## config.mk

```make
export PLATFORM = sky130hd
export DESIGN_NAME = wdthc_top
export DESIGN_NICKNAME = d
export VERILOG_FILES = /design/src/rtl/wdthc_pkg.sv /design/src/rtl/wdthc_top.sv
export SDC_FILE = /design/constraint.sdc
export NUM_CORES = 1
export LEC_CHECK = 0
export CAP_MARGIN = 20
export CORE_MARGIN = 10
export CORE_UTILIZATION = 40
export DETAILED_ROUTE_END_ITERATION = 12
export DONT_BUFFER_PORTS = 1
export PLACE_DENSITY = 0.53
export SYNTH_ARGS = -nofsm -noshare
export SYNTH_HDL_FRONTEND = slang
export SYNTH_SLANG_ARGS = --single-unit
```

## constraint.sdc

```tcl
create_clock -name pclk -period 24.7 [get_ports pclk]
set_clock_uncertainty 0.1 [all_clocks]
set_input_delay 2.47 -clock pclk [delete_from_list [all_inputs] [get_ports pclk]]
set_output_delay 2.47 -clock pclk [all_outputs]
set_load 0.01 [all_outputs]
```

## src/rtl/wdthc_pkg.sv

```systemverilog
// Purpose: Shared constants and types for the watchdog timeout and halt control block
// Assumes: pclk is the oscillator clock; all timing counts are in its cycles
// Notes: Register map is word aligned on a 32-bit APB
package wdthc_pkg;

  // Register byte offsets
  localparam logic [7:0] OFS_CTRL = 8'h00;
  localparam logic [7:0] OFS_CFG = 8'h04;
  localparam logic [7:0] OFS_STAT = 8'h08;

  // Control register layout and reset value
  localparam int ACT_BIT = 7;
  localparam int TOP_BIT = 6;
  localparam logic [7:0] CTRL_RESET = 8'h7f;

  // Configuration register field positions and reset value
  localparam int CFG_TB_LSB = 0;
  localparam int CFG_IRQ_EN_BIT = 2;
  localparam int CFG_HALT_RST_BIT = 3;
  localparam int CFG_HW_WDG_BIT = 4;
  localparam int CFG_LONG_START_BIT = 5;
  localparam logic [5:0] CFG_RESET = 6'h00;

  // Step timing, in oscillator cycles
  localparam int STEP_FULL = 16384;
  localparam int FINE_MULT = 64;
  localparam int MIN0_BASE = 128;
  localparam int LONG_BASE = 192;
  localparam logic [13:0] STEP_FULL_LOAD = 14'(STEP_FULL - 1);

  // Start-up delays, in CPU clocks
  localparam int START_SHORT = 256;
  localparam int START_LONG = 4096;
  localparam logic [11:0] START_SHORT_LOAD = 12'(START_SHORT - 1);
  localparam logic [11:0] START_LONG_LOAD = 12'(START_LONG - 1);

  // Coarse and fine constants per time-base code
  localparam logic [5:0] COARSE_TB0 = 6'h04;
  localparam logic [5:0] COARSE_TB1 = 6'h08;
  localparam logic [5:0] COARSE_TB2 = 6'h14;
  localparam logic [5:0] COARSE_TB3 = 6'h31;
  localparam logic [5:0] FINE_TB0 = 6'h3b;
  localparam logic [5:0] FINE_TB1 = 6'h35;
  localparam logic [5:0] FINE_TB2 = 6'h23;
  localparam logic [5:0] FINE_TB3 = 6'h36;

  typedef struct packed {
    logic long_start;
    logic hw_wdg;
    logic halt_rst;
    logic irq_en;
    logic [1:0] tb;
  } wdthc_cfg_t;

  typedef enum logic [1:0] {
    ST_RUN = 2'b00,
    ST_AHALT = 2'b01,
    ST_FROZEN = 2'b10,
    ST_START = 2'b11
  } wdthc_mode_t;

endpackage

```

## src/rtl/wdthc_top.sv

```systemverilog
// Purpose: Watchdog down-counter with exact step timing and halt-mode handling
// Assumes: APB slave on pclk; CPU halt and wake events arrive as one-cycle pulses
// Notes: Reset request out is a one-cycle pulse; the system turns it into presetn
//
// The implementer's own choices: the APB slave port and the placing of the registers.
`timescale 1ns/10ps

module wdthc_top
  import wdthc_pkg::*;
(
  input wire logic pclk,
  input wire logic presetn,
  input wire logic psel,
  input wire logic penable,
  input wire logic pwrite,
  input wire logic [7:0] paddr,
  input wire logic [31:0] pwdata,
  input wire logic halt_req,
  input wire logic ext_irq,
  input wire logic tb_irq,
  output logic [31:0] prdata,
  output logic pready,
  output logic pslverr,
  output logic wdg_reset
);

  logic [31:0] prdata_q;
  logic pready_q;
  logic pslverr_q;
  logic wdg_rst_q;
  logic act_q;
  logic [6:0] cnt_q;
  logic top_prev_q;
  logic [13:0] presc_q;
  logic [13:0] step_q;
  logic [5:0] long_left_q;
  logic [11:0] start_q;
  logic [11:0] start_cyc_q;
  wdthc_cfg_t cfg_q;
  wdthc_mode_t mode_q;

  logic [5:0] coarse;
  logic [5:0] fine;
  logic active;
  logic run;
  logic access;
  logic wr_ctrl;
  logic wr_cfg;
  logic halt_freeze;
  logic halt_reset;
  logic halt_ahalt;
  logic step_end;
  logic [14:0] remain;
  logic [14:0] min0;
  logic [13:0] first_load;
  logic [13:0] long_load;
  logic [7:0] quot;

  assign prdata = prdata_q;
  assign pready = pready_q;
  assign pslverr = pslverr_q;
  assign wdg_reset = wdg_rst_q;

  // Per time-base constants
  always_comb begin
    case (cfg_q.tb)
      2'b00: begin
        coarse = COARSE_TB0;
        fine = FINE_TB0;
      end
      2'b01: begin
        coarse = COARSE_TB1;
        fine = FINE_TB1;
      end
      2'b10: begin
        coarse = COARSE_TB2;
        fine = FINE_TB2;
      end
      default: begin
        coarse = COARSE_TB3;
        fine = FINE_TB3;
      end
    endcase
  end

  assign active = act_q | cfg_q.hw_wdg;
  assign run = (mode_q == ST_RUN);
  assign access = psel & penable & pready_q;
  assign wr_ctrl = access & pwrite & (paddr == OFS_CTRL);
  assign wr_cfg = access & pwrite & (paddr == OFS_CFG);
  assign halt_freeze = run & halt_req & ~cfg_q.irq_en & ~cfg_q.halt_rst;
  assign halt_reset = run & halt_req & ~cfg_q.irq_en & cfg_q.halt_rst;
  assign halt_ahalt = run & halt_req & cfg_q.irq_en;
  // Step boundary as the counter block sees it
  assign step_end = run & ~wr_ctrl & ~halt_freeze & ~halt_ahalt & (step_q == 14'h0000);

  // First step ends at the prescaler wrap, never sooner than the fine minimum
  assign remain = 15'(STEP_FULL) - {1'b0, presc_q};
  assign min0 = 15'(({9'h000, fine} + 15'(MIN0_BASE)) * 15'(FINE_MULT));
  assign first_load = (remain < min0) ? 14'(min0 - 15'd1) : 14'(remain - 15'd1);
  assign long_load = 14'((({8'h00, fine} + 14'(LONG_BASE)) * 14'(FINE_MULT)) - 14'd1);
  // Integer divide truncates; zero whenever count is below coarse/4
  assign quot = {pwdata[5:0], 2'b00} / {2'b00, coarse};

  // Shared prescaler is never restarted by software
  always_ff @(posedge pclk or negedge presetn) begin
    if (!presetn) begin
      presc_q <= 14'h0000;
    end else begin
      presc_q <= presc_q + 14'h0001;
    end
  end

  // Activation can only be set; reset is the only way back
  always_ff @(posedge pclk or negedge presetn) begin
    if (!presetn) begin
      act_q <= CTRL_RESET[ACT_BIT];
    end else if (wr_ctrl && run && pwdata[ACT_BIT]) begin
      act_q <= 1'b1;
    end
  end

  always_ff @(posedge pclk or negedge presetn) begin
    if (!presetn) begin
      cfg_q <= CFG_RESET;
    end else if (wr_cfg) begin
      cfg_q <= pwdata[5:0];
    end
  end

  // Counter and step timing; clock slowing or wait never gate it
  always_ff @(posedge pclk or negedge presetn) begin
    if (!presetn) begin
      cnt_q <= CTRL_RESET[6:0];
      step_q <= STEP_FULL_LOAD;
      long_left_q <= 6'h00;
    end else if (wr_ctrl && run) begin
      cnt_q <= pwdata[6:0];
      step_q <= first_load;
      long_left_q <= quot[5:0];
    end else if (halt_freeze) begin
      cnt_q <= cnt_q - 7'h01;
    end else if (run && !halt_ahalt) begin
      if (step_q == 14'h0000) begin
        cnt_q <= cnt_q - 7'h01;
        if (long_left_q != 6'h00) begin
          step_q <= long_load;
          long_left_q <= long_left_q - 6'h01;
        end else begin
          step_q <= STEP_FULL_LOAD;
        end
      end else begin
        step_q <= step_q - 14'h0001;
      end
    end
  end

  // Reset request: top bit falling while active and running, or halt option
  always_ff @(posedge pclk or negedge presetn) begin
    if (!presetn) begin
      top_prev_q <= CTRL_RESET[TOP_BIT];
      wdg_rst_q <= 1'b0;
    end else begin
      top_prev_q <= cnt_q[TOP_BIT];
      wdg_rst_q <= (top_prev_q & ~cnt_q[TOP_BIT] & active & run) | halt_reset;
    end
  end

  // Power-mode sequencing; leaving reset counts as a reset exit
  always_ff @(posedge pclk or negedge presetn) begin
    if (!presetn) begin
      mode_q <= ST_START;
      start_q <= START_SHORT_LOAD;
    end else begin
      case (mode_q)
        ST_RUN: begin
          if (halt_ahalt) begin
            mode_q <= ST_AHALT;
          end else if (halt_freeze) begin
            mode_q <= ST_FROZEN;
          end
        end
        ST_AHALT: begin
          if (tb_irq || ext_irq) begin
            mode_q <= ST_RUN;
          end
        end
        ST_FROZEN: begin
          if (ext_irq) begin
            mode_q <= ST_START;
            start_q <= cfg_q.long_start ? START_LONG_LOAD : START_SHORT_LOAD;
          end
        end
        ST_START: begin
          if (start_q == 12'h000) begin
            mode_q <= ST_RUN;
          end else begin
            start_q <= start_q - 12'h001;
          end
        end
        default: begin
          mode_q <= ST_RUN;
        end
      endcase
    end
  end

  // APB: answer in the first access cycle; unmapped offsets take an error
  always_ff @(posedge pclk or negedge presetn) begin
    if (!presetn) begin
      pready_q <= 1'b0;
      pslverr_q <= 1'b0;
      prdata_q <= 32'h0000_0000;
    end else if (psel && !penable) begin
      pready_q <= 1'b1;
      pslverr_q <= 1'b0;
      prdata_q <= 32'h0000_0000;
      case (paddr)
        OFS_CTRL: begin
          prdata_q <= {24'h00_0000, act_q, cnt_q};
        end
        OFS_CFG: begin
          prdata_q <= {26'h000_0000, cfg_q};
        end
        OFS_STAT: begin
          prdata_q <= {20'h0_0000, start_q[11:0]} | {28'h000_0000, active, mode_q, 1'b0} << 12;
        end
        default: begin
          pslverr_q <= 1'b1;
        end
      endcase
    end else begin
      pready_q <= 1'b0;
      pslverr_q <= 1'b0;
    end
  end

  chk_act_sticky: assert property (@(posedge pclk) disable iff (!presetn)
    !$fell(act_q))
    else $error("activation bit cleared without reset");

  chk_top_reset: assert property (@(posedge pclk) disable iff (!presetn)
    ($fell(cnt_q[TOP_BIT]) && active && run) |=> wdg_rst_q)
    else $error("no reset after top count bit cleared");

  chk_hw_option: assert property (@(posedge pclk) disable iff (!presetn)
    ($fell(cnt_q[TOP_BIT]) && cfg_q.hw_wdg && !act_q && run) |=> wdg_rst_q)
    else $error("hardware option did not force reset");

  chk_halt_reset: assert property (@(posedge pclk) disable iff (!presetn)
    (run && halt_req && !cfg_q.irq_en && cfg_q.halt_rst) |=> wdg_rst_q)
    else $error("halt with halt-reset option gave no reset");

  chk_frozen_once: assert property (@(posedge pclk) disable iff (!presetn)
    halt_freeze |=> (mode_q == ST_FROZEN) && (cnt_q == $past(cnt_q) - 7'h01) ##1 !wdg_rst_q)
    else $error("frozen halt did not decrement exactly once");

  chk_frozen_hold: assert property (@(posedge pclk) disable iff (!presetn)
    (mode_q == ST_FROZEN) |=> $stable(cnt_q) && !wdg_rst_q)
    else $error("counter moved or reset while frozen");

  chk_ahalt_hold: assert property (@(posedge pclk) disable iff (!presetn)
    (run && halt_req && cfg_q.irq_en) |=> (mode_q == ST_AHALT) && $stable(cnt_q))
    else $error("active-halt entry changed counter");

  chk_ahalt_wake: assert property (@(posedge pclk) disable iff (!presetn)
    ((mode_q == ST_AHALT) && (tb_irq || ext_irq)) |=> run)
    else $error("active-halt wake was not immediate");

  chk_wake_delay: assert property (@(posedge pclk) disable iff (!presetn)
    ((mode_q == ST_FROZEN) && ext_irq && !cfg_q.long_start)
      |=> ##255 (mode_q == ST_START) ##1 run)
    else $error("short start-up delay is not 256 clocks");

  chk_start_hold: assert property (@(posedge pclk) disable iff (!presetn)
    (mode_q == ST_START) |=> $stable(cnt_q))
    else $error("counter moved during start-up delay");

  chk_first_step: assert property (@(posedge pclk) disable iff (!presetn)
    (wr_ctrl && run) |=> (step_q <= STEP_FULL_LOAD) && ({1'b0, step_q} >= min0 - 15'd1))
    else $error("first step outside its bounds");

  chk_ahalt_frozen: assert property (@(posedge pclk) disable iff (!presetn)
    (mode_q == ST_AHALT) |=> $stable(cnt_q) && !wdg_rst_q)
    else $error("counter moved or reset during active-halt");

  chk_long_step: assert property (@(posedge pclk) disable iff (!presetn)
    (step_end && (long_left_q != 6'h00))
      |=> (({1'b0, step_q} + 15'h0001) == 15'(({9'h000, $past(fine)} + 15'(LONG_BASE)) * 15'(FINE_MULT))))
    else $error("long step has the wrong length");

  chk_full_step: assert property (@(posedge pclk) disable iff (!presetn)
    (step_end && (long_left_q == 6'h00)) |=> (step_q == STEP_FULL_LOAD))
    else $error("full step has the wrong length");

  chk_step_dec: assert property (@(posedge pclk) disable iff (!presetn)
    step_end |=> (cnt_q == $past(cnt_q) - 7'h01))
    else $error("counter did not decrement at step end");

  chk_idle_norst: assert property (@(posedge pclk) disable iff (!presetn)
    ($fell(cnt_q[TOP_BIT]) && !active && !halt_reset) |=> !wdg_rst_q)
    else $error("inactive watchdog requested a reset");

  chk_act_set: assert property (@(posedge pclk) disable iff (!presetn)
    (wr_ctrl && run && pwdata[ACT_BIT]) |=> act_q)
    else $error("activation write did not set the bit");

  chk_long_count: assert property (@(posedge pclk) disable iff (!presetn)
    (wr_ctrl && run) |=>
      ({6'h00, long_left_q} * {6'h00, $past(coarse)} <= {4'h0, $past(pwdata[5:0]), 2'b00}) &&
      (({6'h00, long_left_q} + 12'h001) * {6'h00, $past(coarse)} >
        {4'h0, $past(pwdata[5:0]), 2'b00}))
    else $error("long-step count is not the truncated quotient");

  chk_frozen_wake: assert property (@(posedge pclk) disable iff (!presetn)
    ((mode_q == ST_FROZEN) && ext_irq) |=> (mode_q == ST_START))
    else $error("external wake did not start the delay");

  chk_start_exit: assert property (@(posedge pclk) disable iff (!presetn)
    ((mode_q == ST_START) && (start_q == 12'h000)) |=> run)
    else $error("start-up delay did not end in run");

  // Cycles spent in start-up, kept only to check its length
  always_ff @(posedge pclk or negedge presetn) begin
    if (!presetn) begin
      start_cyc_q <= 12'h000;
    end else if (mode_q == ST_START) begin
      start_cyc_q <= start_cyc_q + 12'h001;
    end else begin
      start_cyc_q <= 12'h000;
    end
  end

  chk_start_len: assert property (@(posedge pclk) disable iff (!presetn)
    ((mode_q == ST_START) && (start_q == 12'h000))
      |-> ((start_cyc_q == START_SHORT_LOAD) || (start_cyc_q == START_LONG_LOAD)))
    else $error("start-up delay is neither 256 nor 4096 clocks");

endmodule

```

==> summary.md, run 1 <==
| Metric | Value |
|---|---|
| Synth area leaders | dfrtp_1, dfstp_2, ha_1 |
| Ys flop type | dfrtp_1 |
| DP Wirelength | between 10,000 and 15,000 um |
| Post-synth top area share | around a fifth |
| Post-route DRC | 0 |
| N_diodes | 0 |
| CTS clk-pin slew, worst paths | 0.06 ns |
| Row cnt | 46 |
| Vias | 5,278 |
| Setup_tns | 0 ns |
| DR vias/cell | around 5.5 |
| Post-synth ARST share | between 90% and 100% |
| Number of flops mapped to enable cells by yosys | 0 |
| P&R area growth vs syn | 6.217% |
| Gate Count Post-Synth | between 700 and 800 |
| TritonRoute pass-1 iters | 4 |
| H-tree depth | 3 |
| Mapped Area | between 6000 and 7000 sq um |
| Initial antenna violation count | 0 |
| Die height | approximately 150 um |
| Cts hold-fix bufs | 0 |
| Hold Path Class | reg2reg |
| Vias in the first global route | about 5,300 |
| Final period utilization | between 40% and 50% |
| Worst EP required | around 25 ns |
| Placer Congestion | between 0.8 and 0.9 |
| Cell variety after synth | 79 |
| Final Slew Violations | 0 |
| Sequential fraction of the synthesis area | roughly 33% |
| Clock buffer depth | 2 |
| DR iter-0 viols | 302 |
| Die area | around 21,000 sq um |
| Reg-to-reg startpoint | cfg_q[0]$_DFFE_PN0P_ |
| Gr usage total | between 10% and 20% |
| Crit path max-delay cell type | o21ai_0 |
| Layout cells sized above 1 | between 10% and 20% |
| #FFs+latches synth | 81 |
| Relative slew slack | 42.05% |
| Number of fill cells | ~1,600 |
| Die X | roughly 150 um |
| Worst-path fanout max | 8 |
| First-pass GRT wire length | roughly 26,000 um |
| DR WL/cell | between 15 and 20 um |
| RSZ-0062 raised after global routing | no |
| Start point of the critical path | pwdata[3] |
| Clk Latency, worst-skew pair | roughly 0.34 ns |
| Status | finished clean |
| Avg Cell Area, Syn | 8.390 sq um |
| Largest net degree at the start of global routing | between 80 and 90 |
| LEAKAGE | 0.002825 uW |
| Crit start category | input port |
| Max VDD drop | about 0.032 mV |
| # Max-Cap Violations | 0 |
| Final Hold Fails | 0 |
| Crit Path Category | in2reg |
| Final core occ | a little over two fifths |
| Synth warnings | 0 |
| Crit path capture type | flip-flop |
| Synth area leader | dfrtp_1 |
| CTS sink cnt | 81 |
| Max Clk Rate | roughly 92 MHz |
| CTS tree | done |
| Setup Viol. Count Final | 0 |
| Root buffer cell | clkbuf_16 |
| Starting Density | around two fifths |
| GRT Residual Overflow | 0 |
| Routed wire length | about 15,000 um |
| Final net count | 820 |
| Post-DRT Antenna Nets | 0 |
| Worst path max stage delay | approximately 0.44 ns |
| Cell Pwr Density | ~63 nW/um^2 |
| CTS resizes | 0 |
| Hold Path Origin | cnt_q[6]$_DFFE_PN1P_ |
| Final min period | approximately 11 ns |
| Port buffer count | 0 |
| Core Area | 15,710 sq um |
| Io pins | between 80 and 90 |
| Cts bufs inserted | 9 |
| Critical path arrival | between 10 and 15 ns |
| Slew @ Worst Pin | roughly 0.87 ns |
| # Post-CTS Setup Buffers | 0 |
power by group:
| part | switching (uW) | total, uW | internal, uW |
|---|---|---|---|
| sequential | 24.0 | 189 | 165 |
| combinational | 53.2 | 92.1 | 38.9 |
| clock | 53.3 | 144 | 91.2 |
worst paths after layout:
check	endpoint	slack [ns]	cells past startpoint
max	long_left_q[0]$_DFFE_PN0P_	13.79	39
min	top_prev_q$_DFF_PN1_	0.30	0
max reg2reg	long_left_q[0]$_DFFE_PN0P_	14.74	41
min reg2reg	top_prev_q$_DFF_PN1_	0.30	0
max in group asynchronous	cnt_q[1]$_DFFE_PN1P_	22.58	0
min in group asynchronous	prdata[10]$_DFFE_PN0P_	1.73	0
layout make-up:
class	count	area (sq um)	share of cell area, %
Multi-Input combinational cell	611	3964	58.68
Sequential cell	81	2067	30.60
Tap cell	216	270.3	4.001
Clock buffer	11	242.7	3.593
Inverter	30	112.6	1.667
Clock inverter	5	78.83	1.167
Timing Repair Buffer	3	20.02	0.2964
Yosys cell counts, types with 22 or more instances:
library cell,number
a21oi_1,48
clkbuf_1,30
dfrtp_1,49
dfstp_2,32
ha_1,36
inv_1,30
nand2_1,82
nand3_1,22
nor2_1,61
nor3_1,33
o21ai_0,57
xnor2_1,33
xor2_1,25
state kept, by name (all words and copies together), names as in the netlist, 2 cells and up:
name         flops
start_q         12
cfg_q            6
cnt_q            7
mode_q           2
long_left_q      6
step_q          14
presc_q         14
prdata          15
per-stage QoR:
stage,area [sq um],cells,power (uW),hold slack (ns),setup slack (ns)
after floorplan,6420,774,262.4,0.2736,14.65
after global placement,6429,940,279.9,0.2913,13.65
after detailed placement,6434,941,282.4,0.2937,13.55
after CTS,6755,957,429.6,0.3022,13.88
after global routing,6755,957,452.8,0.3069,13.03
final,6755,957,425.6,0.3006,13.79
placed cells by master, fill, tap and decap left out, types with 6 or more instances in the layout:
master / n
nand2_1: 82
nor2_1: 61
o21ai_0: 57
dfrtp_1: 49
a21oi_1: 48
ha_1: 36
nor3_1: 33
xnor2_1: 33
dfstp_2: 32
inv_1: 30
xor2_1: 25
nand3_1: 22
conb_1: 17
mux2i_1: 14
a21o_1: 11
or4_1: 10
clkbuf_16: 9
nand2b_1: 8
nor2b_1: 8
and3_1: 8
a22o_1: 8
or3_1: 7
nand4_1: 7
nor4_1: 7
o21a_1: 6
a31oi_1: 6
a211oi_1: 6
mux2_2: 6
o22ai_1: 6
layer usage:
layer | track usage, % | routed length [um] | up-vias
met4 | 5.906 | 375 | 0
met3 | 2.781 | 589 | 22
met2 | 23.90 | 7282 | 109
met1 | 17.89 | 7177 | 2501
li1 | - | - | 2646
met5 | 0 | 0 | -
worst max-delay path: cells and delay by family:
family | cells | cell delay, ns
xor gates and xnor gates | 1 | 0.13
AOI/OAI and AO/OA | 20 | 4.28
adders and majority gates | 6 | 1.96
buffers and inverters | 2 | 0.25
and+or+nand+nor | 7 | 1.08
muxes | 3 | 0.86
kinds of logic (layout without fill, tap and decap cells):
logic type | Yosys count | count (layout) | synth area share [%]
xor+xnor | 58 | 58 | 7.987
flops | 81 | 81 | 32.50
other cells | 1 | 17 | 0.05896
buf+inv | 82 | 49 | 6.118
compound gates | 199 | 199 | 20.80
mux | 22 | 22 | 3.738
simple gates | 279 | 279 | 21.72
fa+ha+maj | 36 | 36 | 7.082
(Power assumes the default switching activity.)
==> run 2: changes to the inputs <==
--- a/config.mk
+++ b/config.mk
@@ -5,6 +5,7 @@
 export SDC_FILE = /design/constraint.sdc
 export NUM_CORES = 1
 export LEC_CHECK = 0
+export ABC_AREA = 1
 export CAP_MARGIN = 20
 export CORE_MARGIN = 10
 export CORE_UTILIZATION = 40
==> constraint.sdc (replaced) <==
create_clock -name pclk -period 11.4 [get_ports pclk]
set_clock_uncertainty 0.1 [all_clocks]
set_input_delay 1.14 -clock pclk [delete_from_list [all_inputs] [get_ports pclk]]
set_output_delay 1.14 -clock pclk [all_outputs]
set_load 0.01 [all_outputs]
==> run 2 against run 1 <==
Core utilization grew 1.2 points. Power grew 71%. Area after synthesis shrank 0.35%. Largest cell class unchanged.
==> summary.md, run 2 <==
| Metric | Value |
|---|---|
| Gate Count Post-Synth | 864 (+14%) |
| CTS clk-pin slew, worst paths | 0.06 ns (about the same) |
| Largest register FFs | 15 (unchanged) |
| Min Hold Slack | 0.2615 ns (-0.03912 ns) |
| Setup Viol. Count Final | 0 (unchanged) |
| Final period utilization | ~74% |
| # Max-Cap Violations | 0 (unchanged) |
| Final Hold Fails | 0 (unchanged) |
| TritonRoute pass-1 iters | 5 (+1) |
| Hold Path Class | reg2reg |
| LEAKAGE | 0.003290 uW (+16%) |
| Clk pwr share | 40.6% (+6.7 points) |
| Post-synth ARST share | 100.0% (unchanged) |
| Initial antenna violation count | 0 (unchanged) |
| Clk Latency, worst-skew pair | 0.35 ns (about the same) |
| CTS sink cnt | 81 (unchanged) |
| Synth Area in XOR/XNOR | 7.325% (-0.66 points) |
| Final min period | around 8.5 ns |
| Cts bufs inserted | 9 (unchanged) |
| Post-DRT Antenna Nets | 0 (unchanged) |
| Post-route DRC | 0 (unchanged) |
| Comb power frac | 16.0% (-5.6 points) |
| Number of flops mapped to enable cells by yosys | 0 (unchanged) |
| WP buf/inv | 7 (+5) |
| Synth Area in Simple Gates | 27.27% (+5.5 points) |
| Clock buffer depth | 2 (unchanged) |
| Mapped Area | 6337 sq um (-0.35%) |
| Internal power | 523.5 uW (+77%) |
| Compound-cell area share of the yosys netlist | 14.43% (-6.4 points) |
| Multiplexer share of the synthesized area | 0.1777% (-3.6 points) |
| Layout cells sized above 1 | 11.05% (+0.66 points) |
| CTS resizes | 0 (unchanged) |
| Crit path capture type | flip-flop |
| RSZ-0062 raised after global routing | no |
| Critical path's most frequent cell | nand2_1 |
| DR vias/cell | 5.069 (-8.1%) |
| Cell variety after synth | 47 (-41%) |
| Gr usage total | 14.70% (+0.33 points) |
| Final Non-Filler Cells | 1,080 (+13%) |
| Top post-synthesis cells by count | nand2_1, inv_1, nor2_1 |
| CTS tree | done |
| Ys flop type | dfrtp_1 |
| Most frequent cells in the layout | nand2_1, inv_1, nor2_1, o21ai_0, a21oi_1 |
| Sw power | 205.6 uW (+58%) |
| DP Wirelength | 12,110 um (+3.5%) |
| Root buffer cell | clkbuf_16 |
| Relative slew slack | 45.03% (+3.0 points) |
| Critical path arrival | 8.60 ns (-2.42 ns) |
| Vias | 5,475 (+3.7%) |
| Port buffer count | 0 (unchanged) |
| Crit start category | flip-flop |
| Placer Congestion | 0.8535 (-0.20%) |
| Worst-path fanout max | 14 (+6) |
| Max Clk Rate | between 100 and 150 MHz |
| Worst path max stage delay | 0.68 ns (+0.24 ns) |
| Synth area leader | dfrtp_1 |
| Cell Pwr Density | 107.2 nW/um^2 (+70%) |
| # Post-CTS Setup Buffers | 0 (unchanged) |
| Final Total Pwr | 729.1 uW (+71%) |
| Die height | 145.9 um (-0.15%) |
| DR iter-0 viols | 286 (-5.3%) |
| Cts hold-fix bufs | 0 (unchanged) |
| First-pass GRT wire length | 26,480 um (+1.4%) |
| Post-synth top area share | 19.35% (+0.069 points) |
| Top-count cell post-synth | nand2_1 |
| Sequential power share | 43.5% (-0.9 points) |
| Synth warnings | 0 (unchanged) |
| Worst EP required | 11.54 ns (-13.27 ns) |
| Sequential fraction of the synthesis area | 32.62% (+0.12 points) |
| Crit path max-delay cell type | dfrtp_1 |
| N_diodes | 0 (unchanged) |
| Final net count | 948 (+16%) |
| Io pins | 83 (unchanged) |
| Largest net degree at the start of global routing | 82 (unchanged) |
| GRT Residual Overflow | 0 (unchanged) |
| Die area | 21,280 sq um (-0.31%) |
| Sw Ratio | 28.20% (-2.5 points) |
| Starting Density | 41.23% (+0.75 points) |
| H-tree depth | 3 (unchanged) |
| Core Area | 15,370 sq um (-2.2%) |
| Max VDD drop | 0.07330 mV (+130%) |
| P&R area growth vs syn | 7.285% |
| Avg Cell Area, Syn | 7.335 sq um (-13%) |
| DR WL/cell | 14.45 um (-10%) |
| Crit Path Category | reg2reg |
| Commonest non-fill, non-tap cell in the layout | nand2_1 |
| Largest family of logic cells by synthesized area | simple AND/OR/NAND/NOR gates |
| Routed wire length | 15,610 um (+1.2%) |
| Setup_tns | 0 ns (unchanged) |
| Vias in the first global route | 5,364 (+2.1%) |
| Status | finished clean |
| Die X | 145.9 um (-0.15%) |
| #FFs+latches synth | 81 (unchanged) |
| Synth area leaders | dfrtp_1, dfstp_2, nand2_1 |
| Delay-heaviest family, CP | simple AND/OR/NAND/NOR gates |
| DP Cell Count | 1,064 (+13%) |
| Synth Area in Adders | 7.108% (+0.025 points) |
| Final Slew Violations | 0 (unchanged) |
| Row cnt | 45 (-2.2%) |
| Slew @ Worst Pin | 0.8183 ns (-0.05096 ns) |
==> run 2: changes by cell type after synthesis, sizes merged, moves of 10 or more <==
cell	before	now
inv	30	139
clkbuf	30	11
xnor2	33	10
a21o	11	1
or4	11	0
nor2	62	102
nand3	22	45
nor3	34	23
nand2	82	164
mux2i	14	0
xor2	25	43
==> run 2: cell type report <==
cell class              instances  area [sq um]
repair buffers                  1         7.507
fillers                      1588          8572
well taps                     211         264.0
multi-input cells             630          3632
clock inverters                 4         52.55
inverters                     141         529.3
flip-flops and latches         81          2067
clock buffers                  12         246.5
==> run 2: kinds of logic (layout without fill, tap and decap cells) <==
group	Yosys count	count (layout)
DFF	81	81
and+or+nand+nor	365	365
AOI/OAI and AO/OA	158	158
buffers and inverters	169	158
other	1	17
muxes	1	1
adders and majority gates	36	36
xor gates and xnor gates	53	53
==> run 2: power by group through the flow <==
stage / Clock, uW / Sequential, uW / Combinational (uW)
finish: 296 / 317 / 116
global route: 318 / 319 / 136
CTS: 304 / 317 / 116
detailed placement: 0 / 322 / 116
global placement: 0 / 322 / 114
floorplan: 0 / 318 / 102
==> run 2: final timing paths <==
kind | depth (start not counted) | end | slack [ns] | startpoint
max in group asynchronous | 0 | step_q[12]$_DFFE_PN1P_ | 10.61 | presetn
hold / removal | 0 | top_prev_q$_DFF_PN1_ | 0.26 | cnt_q[6]$_DFFE_PN1P_
setup / recovery | 50 | long_left_q[0]$_DFFE_PN0P_ | 2.94 | cfg_q[0]$_DFFE_PN0P_
hold reg to reg | 0 | top_prev_q$_DFF_PN1_ | 0.26 | cnt_q[6]$_DFFE_PN1P_
min in group asynchronous | 0 | prdata[11]$_DFFE_PN0P_ | 0.38 | presetn
setup reg to reg | 50 | long_left_q[0]$_DFFE_PN0P_ | 2.94 | cfg_q[0]$_DFFE_PN0P_
==> run 2: metrics by stage <==
stage,area (sq um),util (%),setup slack [ns]
global placement,6500,42.29,3.071
finish,6799,44.23,2.943
detailed placement,6500,42.29,2.990
CTS,6799,44.23,2.954
global route,6799,44.23,2.121
floorplan,6397,-,4.108
==> run 2: per-layer routing <==
layer,share of wire (%),track usage (%),vias up
met1,45,17.82,2555
li1,-,-,2794
met3,5.5,3.943,13
met4,0.91,3.691,0
met2,49,25.14,113
met5,0,0,-
==> run 3: changes to the inputs <==
--- a/config.mk
+++ b/config.mk
@@ -11,7 +11,7 @@
 export CORE_UTILIZATION = 40
 export DETAILED_ROUTE_END_ITERATION = 12
 export DONT_BUFFER_PORTS = 1
-export PLACE_DENSITY = 0.53
+export PLACE_DENSITY = 0.55
 export SYNTH_ARGS = -nofsm -noshare
 export SYNTH_HDL_FRONTEND = slang
 export SYNTH_SLANG_ARGS = --single-unit
==> constraint.sdc (replaced) <==
create_clock -name pclk -period 7.2 [get_ports pclk]
set_clock_uncertainty 0.1 [all_clocks]
set_input_delay 0.72 -clock pclk [delete_from_list [all_inputs] [get_ports pclk]]
set_output_delay 0.72 -clock pclk [all_outputs]
set_load 0.01 [all_outputs]
==> run 3 against run 2 <==
Sequential share of layout area decreased by 1.3 points. Wire length about the same. Fmax increased by 28%. Hold slack got worse by 0.15 ns. Combinational power increased by 80%. Die area unchanged. Register-to-register slack got worse by 2.3 ns. Critical path depth increased by 3. Largest cell class unchanged. Largest power group unchanged.
==> summary.md, run 3 (same netlist as run 2, synthesis figures left out) <==
| Metric | Value |
|---|---|
| Status | finished clean |
| DR vias/cell | 4.905 (-3.2%) |
| Slew @ Worst Pin | 0.7879 ns (-0.03037 ns) |
| H-tree depth | 3 (unchanged) |
| Die height | 145.9 um (unchanged) |
| Setup Viol. Count Final | 0 (unchanged) |
| Die area | 21,280 sq um (unchanged) |
| Vias | 5,415 (-1.1%) |
| Final core occ | 46.24% (+2.0 points) |
| Final min period | 6.596 ns (-1.861 ns) |
| TritonRoute pass-1 iters | 4 (-1) |
| Min Hold Slack | 0.1161 ns (-0.1455 ns) |
| Root buffer cell | clkbuf_16 |
| Relative slew slack | 47.07% (+2.0 points) |
| Worst-path fanout max | 6 (-8) |
| Clk Latency, worst-skew pair | 0.35 ns (about the same) |
| Most frequent cells in the layout | nand2_1, inv_1, nor2_1, a21oi_1, dfrtp_1 |
| WP buf/inv | 10 (+3) |
| Core Area | 15,370 sq um (unchanged) |
| Crit Path Category | reg2reg |
| First-pass GRT wire length | 26,100 um (-1.4%) |
| Max VDD drop | 0.1106 mV (+51%) |
| Gr usage total | 14.70% (about the same) |
| Io pins | 83 (unchanged) |
| Max Clk Rate | 151.6 MHz (+28%) |
| Commonest non-fill, non-tap cell in the layout | nand2_1 |
| Final Hold Fails | 0 (unchanged) |
| DR iter-0 viols | 264 (-7.7%) |
| P&R area growth vs syn | 12.14% |
| Routed wire length | 15,610 um (about the same) |
| GRT Residual Overflow | 0 (unchanged) |
| N_diodes | 0 (unchanged) |
| WL met3 | 611 um (-29%) |
| Max Used Layer | met4 |
| Wire length on met2 | 7324 um (-3.9%) |
| Critical R2R Capture | long_left_q[0]$_DFFE_PN0P_ |
| Initial antenna violation count | 0 (unchanged) |
| DP Wirelength | 11,760 um (-2.9%) |
| Crit start category | flip-flop |
| Cell Pwr Density | 167.0 nW/um^2 (+56%) |
| Setup_tns | 0 ns (unchanged) |
| Final period utilization | 91.61% (+17 points) |
| Worst path max stage delay | 0.39 ns (-0.29 ns) |
| Final Slew Violations | 0 (unchanged) |
| Layout cells sized above 1 | 15.57% (+4.5 points) |
| Largest net degree at the start of global routing | 50 (-39%) |
| Critical path arrival | 6.74 ns (-1.86 ns) |
| R2r worst-path depth | 53 (+6.0%) |
| Starting Density | 41.23% (unchanged) |
| Clock buffer depth | 2 (unchanged) |
| Cts bufs inserted | 9 (unchanged) |
| Hold Path Class | in2async |
| Post-DRT Antenna Nets | 0 (unchanged) |
| Row cnt | 45 (unchanged) |
| Met1 Wirelength | 7464 um (+6.9%) |
| DR WL/cell | 14.14 um (-2.2%) |
| CTS sink cnt | 81 (unchanged) |
| Post-route DRC | 0 (unchanged) |
| R2r setup slk | 0.60 ns (-2.34 ns) |
| LEAKAGE | 0.003437 uW (+4.4%) |
| CTS clk-pin slew, worst paths | 0.07 ns (about the same) |
| CTS tree | done |
| Delay-heaviest family, CP | simple AND/OR/NAND/NOR gates |
| Placer Congestion | 0.8187 (-4.1%) |
| Final net count | 972 (+2.5%) |
| Crit path capture type | flip-flop |
| Vias in the first global route | 5,117 (-4.6%) |
| # Max-Cap Violations | 0 (unchanged) |
| Reg-to-reg startpoint | cfg_q[0]$_DFFE_PN0P_ |
| Critical path's most frequent cell | nand2_1 |
| Largest register FFs | 15 (unchanged) |
| Crit path max-delay cell type | dfrtp_1 |
| Die X | 145.9 um (unchanged) |
| Worst EP required | 7.34 ns (-4.20 ns) |
| Port buffer count | 0 (unchanged) |
-- run 3: timing repair --
item	CTS	global route
endpoints found under the setup margin	0	1
resized for setup	0	23
hold buffers	1	0
setup buffers	0	3
hold endpoints to repair	49	0
-- run 3: how the worst max path moves through the flow --
stage,start,end,slack [ns],cells past startpoint
after floorplan,pwdata[3],long_left_q[0]$_DFFE_PN0P_,0.33,54
after global placement,pwdata[3],long_left_q[0]$_DFFE_PN0P_,-0.01,49
after detailed placement,pwdata[3],long_left_q[0]$_DFFE_PN0P_,0.007,50
after CTS,cfg_q[0]$_DFFE_PN0P_,long_left_q[0]$_DFFE_PN0P_,0.19,51
after global routing,cfg_q[0]$_DFFE_PN0P_,long_left_q[0]$_DFFE_PN0P_,-0.07,57
final,cfg_q[0]$_DFFE_PN0P_,long_left_q[0]$_DFFE_PN0P_,0.60,53
-- run 3: layout make-up --
type / count / area (sq um)
well taps: 211 / 264.0
multi-input cells: 630 / 3732
inverters: 141 / 529.3
fillers: 1592 / 8264
clock buffers: 10 / 239.0
clock inverters: 6 / 67.56
repair buffers: 25 / 207.7
flip-flops and latches: 81 / 2067
-- run 3: through the flow --
stage | power, uW | area, sq um | setup slack (ns) | instances
final | 1187 | 7107 | 0.6040 | 1104
after global routing | 1257 | 7107 | -0.07348 | 1104
after CTS | 1193 | 6984 | 0.1893 | 1101
after detailed placement | 703.1 | 6650 | 0.007174 | 1084
after global placement | 703.0 | 6650 | -0.01140 | 1084
after floorplan | 664.4 | 6397 | 0.3277 | 880
-- run 3: where the power goes --
part / switching, uW / total, uW / internal (uW)
clock network: 198 / 476 / 279
logic: 125 / 209 / 83.8
registers: 20.6 / 502 / 482
total: 343 / 1190 / 844
-- run 3: layer usage --
| metal | GRT usage [%] | up-vias |
|---|---|---|
| met5 | 0 | - |
| met4 | 4.297 | 0 |
| met3 | 3.043 | 15 |
| met2 | 24.23 | 76 |
| met1 | 18.89 | 2478 |
| li1 | - | 2846 |
